===== src/slow_proto_pkg.sv =====
// Constants, types and shared functions of the slow protocol frame handler
package slow_proto_pkg;

  // ----------------------------------------------------------------------
  // Timing
  // ----------------------------------------------------------------------
  localparam int CLK_HZ         = 10_000_000;
  localparam int RATE_WINDOW_MS = 1000;
  localparam int RATE_SLOTS     = 10;
  localparam int SLOT_CYCLES    = (CLK_HZ / 1000) * RATE_WINDOW_MS / RATE_SLOTS;
  localparam logic [2:0] MAX_FRAMES_PER_WINDOW = 3'h5;

  // ----------------------------------------------------------------------
  // Addressing and protocol identification
  // ----------------------------------------------------------------------
  localparam logic [47:0] SLOW_MCAST = 48'h0180C2000002;
  localparam logic [15:0] SLOW_TYPE  = 16'h8809;
  localparam logic [15:0] VLAN_TPID  = 16'h8100;
  localparam logic [7:0]  SUB_LACP   = 8'h01;
  localparam logic [7:0]  SUB_MARKER = 8'h02;
  localparam logic [7:0]  MAX_SLOW_PROTOCOLS = 8'h0A;

  // ----------------------------------------------------------------------
  // Octet positions within a frame
  // ----------------------------------------------------------------------
  localparam logic [3:0] DA_LAST_IDX = 4'h5;
  localparam logic [3:0] TYPE_HI_IDX = 4'hC;
  localparam logic [3:0] TYPE_LO_IDX = 4'hD;
  localparam logic [3:0] SUBTYPE_IDX = 4'hE;
  localparam logic [3:0] IDX_SAT     = 4'hF;
  localparam int         RX_DELAY    = 16;

  // ----------------------------------------------------------------------
  // Frame lengths, FCS excluded (the MAC appends it)
  // ----------------------------------------------------------------------
  localparam logic [10:0] FCS_OCTETS      = 11'h004;
  localparam logic [10:0] MIN_FRAME_LEN   = 11'h040 - FCS_OCTETS;
  localparam logic [10:0] MAX_FRAME_LEN   = 11'h5EE - FCS_OCTETS;
  localparam logic [10:0] PREF_FRAME_LEN  = 11'h080 - FCS_OCTETS;
  localparam logic [10:0] LEN_SAT         = 11'h7FF;

  // ----------------------------------------------------------------------
  // Types
  // ----------------------------------------------------------------------
  typedef enum logic [1:0] {
    DEST_CLIENT  = 2'b00,
    DEST_LOCAL   = 2'b01,
    DEST_DISCARD = 2'b11
  } dest_e;

  typedef enum logic {
    TX_IDLE  = 1'b0,
    TX_FRAME = 1'b1
  } tx_state_e;

  // ----------------------------------------------------------------------
  // Functions
  // ----------------------------------------------------------------------
  // Subtype is one of the legal code points
  function automatic logic is_legal_subtype(input logic [7:0] s);
    return (s != 8'h00) && (s <= MAX_SLOW_PROTOCOLS);
  endfunction

  // Destination of a frame from its type match and subtype octet
  function automatic dest_e classify(input logic type_ok, input logic [7:0] s);
    if (!type_ok)
      return DEST_CLIENT;
    else if ((s == SUB_LACP) || (s == SUB_MARKER))
      return DEST_LOCAL;
    else if (is_legal_subtype(s))
      return DEST_CLIENT;
    else
      return DEST_DISCARD;
  endfunction

  // Octet b (0 first on the wire) of the reserved multicast address
  function automatic logic [7:0] da_byte(input logic [3:0] b);
    return SLOW_MCAST[8*(5-int'(b)) +: 8];
  endfunction

endpackage


===== src/tx_rate_limiter.sv =====
// Transmit frame rate limiter over a sliding window of time slots
`timescale 1ns/1ps
`default_nettype none
module tx_rate_limiter #(
  parameter int SLOT_CYCLES = slow_proto_pkg::SLOT_CYCLES
) (
  // Clock and reset
  input  wire logic clk,
  input  wire logic nrst,
  // Frame start and permission
  input  wire logic frame_start,
  output logic      allow
);
  import slow_proto_pkg::*;

  typedef struct packed {
    logic [31:0]                 presc;
    logic [RATE_SLOTS:0][2:0]    slot;
    logic                        allow;
  } lim_s;

  lim_s st_reg;
  lim_s st_next;

  // Frames counted over the current slot and the full slots behind it
  function automatic logic [3:0] window_sum(input logic [RATE_SLOTS:0][2:0] s);
    logic [3:0] t;
    t = 4'h0;
    for (int i = 0; i <= RATE_SLOTS; i++)
      t = t + {1'b0, s[i]};
    return t;
  endfunction

  // Slot tick, slot shift and frame count
  always_comb
  begin
    st_next = st_reg;
    if (st_reg.presc == 32'(SLOT_CYCLES - 1))
    begin
      st_next.presc = 32'h0;
      st_next.slot  = {st_reg.slot[RATE_SLOTS-1:0], 3'h0};
    end
    else
      st_next.presc = st_reg.presc + 32'h1;
    if (frame_start)
      st_next.slot[0] = st_next.slot[0] + 3'h1;
    // Window spans a bit more than one period, so any period stays under the cap
    st_next.allow = window_sum(st_next.slot) < {1'b0, MAX_FRAMES_PER_WINDOW};
  end

  // State register
  always_ff @(posedge clk or negedge nrst)
  begin
    if (!nrst)
      st_reg <= '{presc: 32'h0, slot: '0, allow: 1'b1};
    else
      st_reg <= st_next;
  end

  assign allow = st_reg.allow;

endmodule
`default_nettype wire


===== src/slow_protocol_frame_handler.sv =====
// Slow protocol frame classifier, receive router and transmit checker
//
// Operation
// - At most five transmitted frames per second
// - At most ten protocols share the type
// - Transmit length normal; preferably 128 octets maximum
// - Transmitted frames never carry a VLAN tag
// - Recognize 01-80-C2-00-00-02 as slow multicast
// - Only slow frames go to slow multicast
// - Type 88-09 marks slow frames, both directions
// - Subtype is first data octet; 0, 11-255 illegal
// - Subtype 1 is LACP, 2 is marker
// - Subtypes 3 to 10 legal but unsupported
// - Slow type handled whatever the destination
// - Illegal subtype frames dropped, never to client
// - Supported subtypes routed to local entity
// - Unsupported legal subtypes passed to client unchanged
`timescale 1ns/1ps
`default_nettype none
module slow_protocol_frame_handler #(
  parameter int RATE_SLOT_CYCLES = slow_proto_pkg::SLOT_CYCLES
) (
  // Clock and reset
  input  wire logic               clk,
  input  wire logic               nrst,
  // Receive stream from MAC
  input  wire logic               rx_valid,
  input  wire logic [7:0]         rx_data,
  input  wire logic               rx_sof,
  input  wire logic               rx_eof,
  // Receive stream to MAC client
  output logic                    cl_valid,
  output logic [7:0]              cl_data,
  output logic                    cl_sof,
  output logic                    cl_eof,
  // Receive stream to local protocol entities
  output logic                    lo_valid,
  output logic [7:0]              lo_data,
  output logic                    lo_sof,
  output logic                    lo_eof,
  output logic                    lo_marker,
  // Classification result
  output logic                    cls_valid,
  output slow_proto_pkg::dest_e   cls_dest,
  output logic                    cls_slow_da,
  // Transmit stream from protocol entities
  input  wire logic               txi_valid,
  input  wire logic [7:0]         txi_data,
  input  wire logic               txi_sof,
  input  wire logic               txi_eof,
  output logic                    txi_ready,
  // Transmit stream to MAC
  output logic                    txo_valid,
  output logic [7:0]              txo_data,
  output logic                    txo_sof,
  output logic                    txo_eof,
  output logic                    txo_err,
  output logic                    tx_over_pref
);
  import slow_proto_pkg::*;

  // ----------------------------------------------------------------------
  // State
  // ----------------------------------------------------------------------
  typedef struct packed {
    logic       v;
    logic       s;
    logic       e;
    logic [7:0] d;
  } beat_s;

  typedef struct packed {
    beat_s [RX_DELAY-1:0] dly;
    logic [3:0]           idx;
    logic                 da_ok;
    logic                 type_ok;
    logic                 decided;
    dest_e                pend_dest;
    logic                 pend_marker;
    dest_e                out_dest;
    logic                 out_marker;
    logic                 cl_valid;
    logic [7:0]           cl_data;
    logic                 cl_sof;
    logic                 cl_eof;
    logic                 lo_valid;
    logic [7:0]           lo_data;
    logic                 lo_sof;
    logic                 lo_eof;
    logic                 lo_marker;
    logic                 cls_valid;
    dest_e                cls_dest;
    logic                 cls_slow_da;
    tx_state_e            tx_state;
    logic [10:0]          tx_cnt;
    logic                 tx_da_ok;
    logic [7:0]           tx_type_hi;
    logic                 tx_bad;
    logic                 txi_ready;
    logic                 txo_valid;
    logic [7:0]           txo_data;
    logic                 txo_sof;
    logic                 txo_eof;
    logic                 txo_err;
    logic                 tx_over_pref;
  } st_s;

  st_s   st_reg;
  st_s   st_next;
  logic  allow;
  logic  tx_start;
  beat_s out_beat;
  dest_e out_dest_now;

  // ----------------------------------------------------------------------
  // Transmit rate limiter
  // ----------------------------------------------------------------------
  tx_rate_limiter #(
    .SLOT_CYCLES (RATE_SLOT_CYCLES)
  ) u_rate (
    .clk         (clk),
    .nrst        (nrst),
    .frame_start (tx_start),
    .allow       (allow)
  );

  assign tx_start     = txi_valid && st_reg.txi_ready && txi_sof;
  assign out_beat     = st_reg.dly[RX_DELAY-1];
  assign out_dest_now = out_beat.s ? st_reg.pend_dest : st_reg.out_dest;

  // ----------------------------------------------------------------------
  // Next state
  // ----------------------------------------------------------------------
  always_comb
  begin
    logic [3:0]  rb;
    logic [10:0] tb;
    logic [10:0] tlen;
    logic        tacc;
    logic        tbad;
    rb   = rx_sof ? 4'h0 : st_reg.idx;
    tb   = txi_sof ? 11'h000 : st_reg.tx_cnt;
    tlen = tb + 11'h001;
    tacc = txi_valid && st_reg.txi_ready;
    tbad = st_reg.tx_bad;
    st_next = st_reg;

    // Fixed delay line gives the decision time to arrive before octet 0 leaves
    st_next.dly = {st_reg.dly[RX_DELAY-2:0], {rx_valid, rx_sof, rx_eof, rx_data}};
    st_next.cls_valid = 1'b0;

    // Receive parser: address, type, subtype
    if (rx_valid)
    begin
      if (rb <= DA_LAST_IDX)
        st_next.da_ok = (rb == 4'h0 || st_reg.da_ok) && (rx_data == da_byte(rb));
      if (rb == 4'h0)
      begin
        st_next.decided = 1'b0;
        st_next.type_ok = 1'b0;
      end
      if (rb == TYPE_HI_IDX)
        st_next.type_ok = (rx_data == SLOW_TYPE[15:8]);
      if (rb == TYPE_LO_IDX)
        st_next.type_ok = st_reg.type_ok && (rx_data == SLOW_TYPE[7:0]);
      if (rb == SUBTYPE_IDX && !st_reg.decided)
      begin
        // Address plays no part in the decision
        st_next.pend_dest   = classify(st_reg.type_ok, rx_data);
        st_next.pend_marker = (rx_data == SUB_MARKER);
        st_next.decided     = 1'b1;
        st_next.cls_valid   = 1'b1;
        st_next.cls_dest    = classify(st_reg.type_ok, rx_data);
        st_next.cls_slow_da = st_reg.da_ok;
      end
      else if (rx_eof && rb < SUBTYPE_IDX && (rb != 4'h0 || !st_reg.decided))
      begin
        // Runt of 2 to 14 octets, or of one octet while decided is clear, ended before its subtype: hand it to the client
        st_next.pend_dest   = DEST_CLIENT;
        st_next.pend_marker = 1'b0;
        st_next.decided     = 1'b1;
        st_next.cls_valid   = 1'b1;
        st_next.cls_dest    = DEST_CLIENT;
        st_next.cls_slow_da = 1'b0;
      end
      st_next.idx = (rb < IDX_SAT) ? rb + 4'h1 : IDX_SAT;
    end

    // Receive router: destination latched as octet 0 leaves the delay line
    if (out_beat.v && out_beat.s)
    begin
      st_next.out_dest   = st_reg.pend_dest;
      st_next.out_marker = st_reg.pend_marker;
    end
    st_next.cl_valid  = out_beat.v && (out_dest_now == DEST_CLIENT);
    st_next.cl_data   = out_beat.d;
    st_next.cl_sof    = out_beat.v && out_beat.s && (out_dest_now == DEST_CLIENT);
    st_next.cl_eof    = out_beat.v && out_beat.e && (out_dest_now == DEST_CLIENT);
    st_next.lo_valid  = out_beat.v && (out_dest_now == DEST_LOCAL);
    st_next.lo_data   = out_beat.d;
    st_next.lo_sof    = out_beat.v && out_beat.s && (out_dest_now == DEST_LOCAL);
    st_next.lo_eof    = out_beat.v && out_beat.e && (out_dest_now == DEST_LOCAL);
    st_next.lo_marker = out_beat.s ? st_reg.pend_marker : st_reg.out_marker;

    // Transmit checker: octets pass one cycle late; a bad frame ends with txo_err
    st_next.txo_valid    = tacc;
    st_next.txo_data     = txi_data;
    st_next.txo_sof      = tacc && txi_sof;
    st_next.txo_eof      = tacc && txi_eof;
    st_next.txo_err      = 1'b0;
    st_next.tx_over_pref = 1'b0;
    if (tacc)
    begin
      if (tb == 11'h000)
        tbad = !txi_sof;
      if (tb <= {7'h00, DA_LAST_IDX})
        st_next.tx_da_ok = (tb == 11'h000 || st_reg.tx_da_ok)
                           && (txi_data == da_byte(tb[3:0]));
      if (tb == {7'h00, TYPE_HI_IDX})
        st_next.tx_type_hi = txi_data;
      if (tb == {7'h00, TYPE_LO_IDX})
      begin
        if ({st_reg.tx_type_hi, txi_data} == VLAN_TPID)
          tbad = 1'b1;
        if ({st_reg.tx_type_hi, txi_data} != SLOW_TYPE)
          tbad = 1'b1;
        // Reserved multicast carries slow frames only
        if (st_reg.tx_da_ok && ({st_reg.tx_type_hi, txi_data} != SLOW_TYPE))
          tbad = 1'b1;
      end
      st_next.tx_cnt = (tb < LEN_SAT) ? tlen : LEN_SAT;
      if (txi_eof)
      begin
        if (tlen < MIN_FRAME_LEN || tlen > MAX_FRAME_LEN)
          tbad = 1'b1;
        st_next.txo_err      = tbad;
        st_next.tx_over_pref = (tlen > PREF_FRAME_LEN);
        st_next.tx_state     = TX_IDLE;
        // Restart the count so a frame lacking its start flag is caught
        st_next.tx_cnt       = 11'h000;
        tbad = 1'b0;
      end
      else if (txi_sof)
        st_next.tx_state = TX_FRAME;
    end
    st_next.tx_bad = tbad;
    // Hold back a new frame until the window has room
    st_next.txi_ready = (st_next.tx_state == TX_FRAME) || (allow && !tx_start);
  end

  // ----------------------------------------------------------------------
  // State register
  // ----------------------------------------------------------------------
  always_ff @(posedge clk or negedge nrst)
  begin
    if (!nrst)
    begin
      st_reg           <= '0;
      st_reg.tx_state  <= TX_IDLE;
      st_reg.pend_dest <= DEST_CLIENT;
      st_reg.out_dest  <= DEST_CLIENT;
      st_reg.cls_dest  <= DEST_CLIENT;
    end
    else
      st_reg <= st_next;
  end

  // Outputs straight from the register
  assign cl_valid     = st_reg.cl_valid;
  assign cl_data      = st_reg.cl_data;
  assign cl_sof       = st_reg.cl_sof;
  assign cl_eof       = st_reg.cl_eof;
  assign lo_valid     = st_reg.lo_valid;
  assign lo_data      = st_reg.lo_data;
  assign lo_sof       = st_reg.lo_sof;
  assign lo_eof       = st_reg.lo_eof;
  assign lo_marker    = st_reg.lo_marker;
  assign cls_valid    = st_reg.cls_valid;
  assign cls_dest     = st_reg.cls_dest;
  assign cls_slow_da  = st_reg.cls_slow_da;
  assign txi_ready    = st_reg.txi_ready;
  assign txo_valid    = st_reg.txo_valid;
  assign txo_data     = st_reg.txo_data;
  assign txo_sof      = st_reg.txo_sof;
  assign txo_eof      = st_reg.txo_eof;
  assign txo_err      = st_reg.txo_err;
  assign tx_over_pref = st_reg.tx_over_pref;

  // ----------------------------------------------------------------------
  // Assertions
  // ----------------------------------------------------------------------
  property p_rate_hold;
    @(posedge clk) disable iff (!nrst)
    (st_reg.tx_state == TX_IDLE && !allow) |-> !tx_start;
  endproperty
  a_rate_hold: assert property (p_rate_hold)
    else $error("new frame admitted while the rate window is full");

  property p_illegal_drop;
    @(posedge clk) disable iff (!nrst)
    (rx_valid && !rx_sof && st_reg.idx == SUBTYPE_IDX && !st_reg.decided && st_reg.type_ok
     && !is_legal_subtype(rx_data)) |=> (cls_valid && cls_dest == DEST_DISCARD);
  endproperty
  a_illegal_drop: assert property (p_illegal_drop)
    else $error("illegal subtype not classified as discard");

  property p_lacp_local;
    @(posedge clk) disable iff (!nrst)
    (rx_valid && !rx_sof && st_reg.idx == SUBTYPE_IDX && !st_reg.decided && st_reg.type_ok
     && rx_data == SUB_LACP) |=> (cls_dest == DEST_LOCAL && !st_reg.pend_marker);
  endproperty
  a_lacp_local: assert property (p_lacp_local)
    else $error("LACP subtype not routed locally");

  property p_reserved_client;
    @(posedge clk) disable iff (!nrst)
    (rx_valid && !rx_sof && st_reg.idx == SUBTYPE_IDX && !st_reg.decided && st_reg.type_ok
     && rx_data > SUB_MARKER && rx_data <= MAX_SLOW_PROTOCOLS) |=> (cls_dest == DEST_CLIENT);
  endproperty
  a_reserved_client: assert property (p_reserved_client)
    else $error("reserved subtype not passed to client");

  property p_other_type_client;
    @(posedge clk) disable iff (!nrst)
    (rx_valid && !rx_sof && st_reg.idx == SUBTYPE_IDX && !st_reg.decided && !st_reg.type_ok)
    |=> (cls_valid && cls_dest == DEST_CLIENT);
  endproperty
  a_other_type_client: assert property (p_other_type_client)
    else $error("non slow frame not passed to client");

  property p_discard_silent;
    @(posedge clk) disable iff (!nrst)
    (out_beat.v && out_beat.s && st_reg.pend_dest == DEST_DISCARD)
    |=> (!cl_valid && !lo_valid) [*2];
  endproperty
  a_discard_silent: assert property (p_discard_silent)
    else $error("discarded frame reached an output");

  property p_latency;
    @(posedge clk) disable iff (!nrst)
    (rx_valid && rx_sof) |-> ##17 (cl_sof || lo_sof || st_reg.out_dest == DEST_DISCARD);
  endproperty
  a_latency: assert property (p_latency)
    else $error("frame start not delivered after the fixed delay");

  property p_tx_bad_err;
    @(posedge clk) disable iff (!nrst)
    (st_reg.tx_bad && txi_valid && st_reg.txi_ready && txi_eof) |=> (txo_err && txo_eof);
  endproperty
  a_tx_bad_err: assert property (p_tx_bad_err)
    else $error("bad transmit frame ended without error");

  property p_tx_long;
    @(posedge clk) disable iff (!nrst)
    (txi_valid && st_reg.txi_ready && txi_eof && !txi_sof && st_reg.tx_cnt >= PREF_FRAME_LEN)
    |=> tx_over_pref;
  endproperty
  a_tx_long: assert property (p_tx_long)
    else $error("over long transmit frame not flagged");

endmodule
`default_nettype wire


===== config.mk =====
export PLATFORM = sky130hd
export DESIGN_NAME = slow_protocol_frame_handler
export DESIGN_NICKNAME = d
export VERILOG_FILES = /design/src/slow_proto_pkg.sv /design/src/tx_rate_limiter.sv /design/src/slow_protocol_frame_handler.sv
export SDC_FILE = /design/constraint.sdc
export NUM_CORES = 1
export LEC_CHECK = 0
export ABC_CLOCK_PERIOD_IN_PS = 6450
export BUFFER_PORTS_ARGS = -buffer_cell sky130_fd_sc_hd__buf_2
export CORE_AREA = 2 2 148 150
export DETAILED_ROUTE_END_ITERATION = 10
export DIE_AREA = 0 0 150 152
export GPL_TIMING_DRIVEN = 0
export MAX_ROUTING_LAYER = met4
export PLACE_DENSITY = 0.8
export SYNTH_ARGS = -nofsm -noshare
export SYNTH_HDL_FRONTEND = slang
export SYNTH_SLANG_ARGS = --single-unit

===== constraint.sdc =====
create_clock -name clk -period 6.45 [get_ports clk]
set_clock_uncertainty 0.15 [all_clocks]
set_input_delay 0.9675 -clock clk [delete_from_list [all_inputs] [get_ports clk]]
set_output_delay 0.9675 -clock clk [all_outputs]
set_load 0.02 [all_outputs]

==> impl_summary.txt <==
----------------------------------------------------
[Timing]
  Tightest hold margin ... about 0.18 ns
  Number of max-slew violations in the final report ... 0
  Final setup violation count ... 0
  Least-Margin Pin Slew ... 0.7580 ns
  Setup repair after global routing missed its margin ... no
  Final critical path time including I/O delays and setup ... 6.156 ns
  Setup_tns ... 0 ns
  Final period util ... 0.9545
  Number of failing hold endpoints at the final stage ... 0
  Worst slew margin ... 0.4900
  Timing-limited maximum frequency ... 162.4 MHz

[Yosys]
  Yosys Warn Count ... 0
  Portion of the post-synthesis area used by sequential elements ... 0.6830
  Largest area contributor in the netlist ... dfrtp_1
  Number of synthesized flops with an enable pin ... 0
  Fraction of registers with async set or reset after synthesis ... 1.000
  Most used flip-flop cell after synthesis ... dfrtp_1
  Share of the synthesized area in the top cell type ... 0.6807
  Post-synthesis net count ... between 800 and 900
  Top cells by area in the synthesized netlist ... dfrtp_1 (68%), fa_1 (3.9%), mux2_2 (3.2%)
  Mapped Cells ... between 800 and 900
  Mean area per synthesized cell ... 13.84 um^2
  Distinct cells, synth ... between 50 and 60
  Flop and latch count out of synthesis ... 307
  Post-Synthesis Cell Area ... 11,250 um^2

[Global route]
  Wire length of the first global-routing pass ... 32,110 um
  Total congestion overflow after global routing ... 0
  Maximum number of pins on one net before global-route repair ... 127
  Initial antenna violation count ... 0
  GRT Overall Usage ... 0.1786
  Vias in the first global route ... around 6,500

[Worst setup path]
  Worst-path fanout max ... 6
  Category of the worst setup path capture point ... flop
  Critical R2R Launch ... u_rate.st_reg[41]
  Number of cell instances on the worst register-to-register path ... 20
  Endpoint required time on the critical path ... between 6 and 7 ns
  Top cell by count, worst path ... fa_1
  Cell with the largest stage delay on the worst path ... fa_1
  Ordered list of cells on the worst path ... nor4_2 > nand3_1 > nor4_4 > buf_4 > nor2b_1 > ha_1 > mux2_2 > fa_1 > fa_1 > fa_1 > inv_1 > fa_1 > inv_1 > fa_1 > ha_1 > fa_1 > xor2_1 > xnor2_1 > xnor2_1 > nor2_1
  Arrival time of the worst setup path ... 6.48 ns
  Critical Setup Path Class ... reg2reg
  R2R setup slack ... 0.29 ns
  Type of origin of the critical path ... flop
  Endpoint of the lowest-slack register-to-register path ... u_rate.allow
  Max stage delay on crit path ... 0.55 ns

[Clock tree]
  Total clock sinks ... 307
  CTS H-tree depth ... 1
  Cell chosen for the clock root ... clkbuf_16
  TritonCTS clock tree ... done
  Buffers from clock root to sink, at most ... 3
  Worst-path clk slew ... 0.07 ns
  Number of clock buffers inserted by TritonCTS ... 30
  Worst-skew pair later-pin latency ... 0.54 ns

[Placed design]
  IO Port Bufs ... 63
  Total half-perimeter wirelength after legalization and detailed placement ... 11,990 um
  Routability Congestion ... 0.8541

[Drt]
  Total vias in the final route ... 6,156
  Residual DRC ... 0
  Number of routed nets with antenna violations ... 0
  Drt first pass iters ... 4
  Vias per inst ... roughly 5
  Routed Wire Length ... roughly 19,000 um
  Initial drt markers ... ~330
  Per-cell routed wire length ... around 16 um

[Cells and area]
  Most frequent cells in the layout ... dfrtp_1 (306), buf_2 (66), inv_1 (56)
  # diodes ... 0
  Number of flip-flops in the largest register ... about 170
  Most frequent standard cell in the layout excluding fill and tap cells ... dfrtp_1
  Post-layout net count ... 971
  Fraction of final layout cells with drive strength greater than 1 ... 0.2088
  Syn-to-layout area delta ... 16.38%

[Floorplanning]
  Die Footprint ... 22,800 um^2
  IO Count ... 65
  Row count ... 54
  Core ar. ... 21,350 um^2
  Initial Utilization ... 0.5269
  Die outline width ... 150 um
  Chip height ... around 150 um

[Hold path]
  Worst Hold Depth ... 0
  Worst min-delay path class ... reg2reg
  Worst Hold End ... st_next[189]
  Hold wc startpoint ... st_next[178]

[Flow run]
  Max-cap violation count ... 0

[Outcome]
  Status ... finished, final reports clean

[Power]
  Highest ir drop seen on vdd ... 0.0002248 V
  Pwr/cell area ... between 300 and 400 nW/um^2
  Leakage power ... 6.257 nW

----------------------------------------------------
## routing by layer
layer	vias to the layer above	global-route usage	wire, um
li1	2877	-	-
met1	3117	0.2380	8288
met2	133	0.2927	9731
met3	29	0.02883	799
met4	0	0.03998	359
met5	-	-	0
## layout make-up
class | instances | area (um^2)
Timing Repair Buffer | 68 | 402.9
Sequential cell | 307 | 7684
Tap cell | 280 | 350.3
Fill cell | 1569 | 8258
Multi-Input combinational cell | 401 | 3089
Clock inverter | 12 | 175.2
Buffer | 48 | 294.0
Inverter | 56 | 210.2
Clock buffer | 42 | 887.1
## per-stage QoR
step / utilization / cell area [um^2] / power, W / setup slack [ns] / instances
final: 0.6132 / 13090 / 0.004273 / 0.2936 / 1214
after global routing: 0.6132 / 13090 / 0.004473 / 0.001412 / 1214
after CTS: 0.6119 / 13070 / 0.004326 / 0.1325 / 1215
after detailed placement: 0.5611 / 11980 / 0.002487 / -0.1900 / 1158
after global placement: 0.5581 / 11920 / 0.002464 / -1.028 / 1156
after floorplan: - / 11250 / 0.002342 / 0.4169 / 813
## cell families (layout without fill, tap and decap cells)
family          count (synthesis)  count (layout)  synth area share
fa+ha+maj                      35              35           0.05361
mux                            47              47           0.04538
flops                         307             307            0.6830
buf+inv                       105             226           0.04516
simple gates                  190             190           0.09087
compound gates                 83              83           0.04616
xor+xnor                       46              46           0.03581
## worst max-delay path by stage
stage / start / end / slack, ns / cells after the start
2_1_floorplan: u_rate.st_reg[34] / u_rate.allow / 0.42 / 21
3_3_place_gp: nrst / st_next[115] / -1.03 / 1
3_5_place_dp: u_rate.st_reg[34] / u_rate.allow / -0.19 / 21
4_1_cts: u_rate.st_reg[34] / u_rate.allow / 0.13 / 22
5_1_grt: u_rate.st_reg[34] / u_rate.allow / 0.001 / 21
6_report: u_rate.st_reg[41] / u_rate.allow / 0.29 / 20
## cells in the mapped netlist, types with 16 or more instances
cell type,n
mux2_2,32
xnor2_1,30
inv_1,56
nand3_1,24
fa_1,22
xor2_1,16
nand2_1,39
dfrtp_1,306
buf_4,29
nor2_1,38
a21oi_1,17
o21ai_0,22
## critical path: cells and delay by family, from the launching register on
| family | cells | cell delay [ns] |
|---|---|---|
| adders and majority gates | 8 | 3.44 |
| DFF | 1 | 0.43 |
| muxes | 1 | 0.29 |
| and+or+nand+nor | 5 | 0.95 |
| xor gates and xnor gates | 3 | 0.53 |
| buffers and inverters | 3 | 0.30 |
## power by group
| part | switching (W) | internal (W) | leakage [nW] |
|---|---|---|---|
| Clock | 0.000708 | 0.00112 | 0.515 |
| Combinational | 0.000241 | 0.000137 | 1.95 |
| Sequential | 0.0000387 | 0.00203 | 3.79 |
| Total | 0.000988 | 0.00329 | 6.26 |
## timing repair
| action | in CTS | in global routing |
|---|---|---|
| gates cloned | 0 | 0 |
| pin swaps | 1 | 1 |
| hold buffers | 0 | 0 |
| setup buffers | 3 | 0 |
| setup endpoints to repair | 1 | 1 |
| gates resized for setup | 0 | 7 |
(Power assumes the default switching activity.)
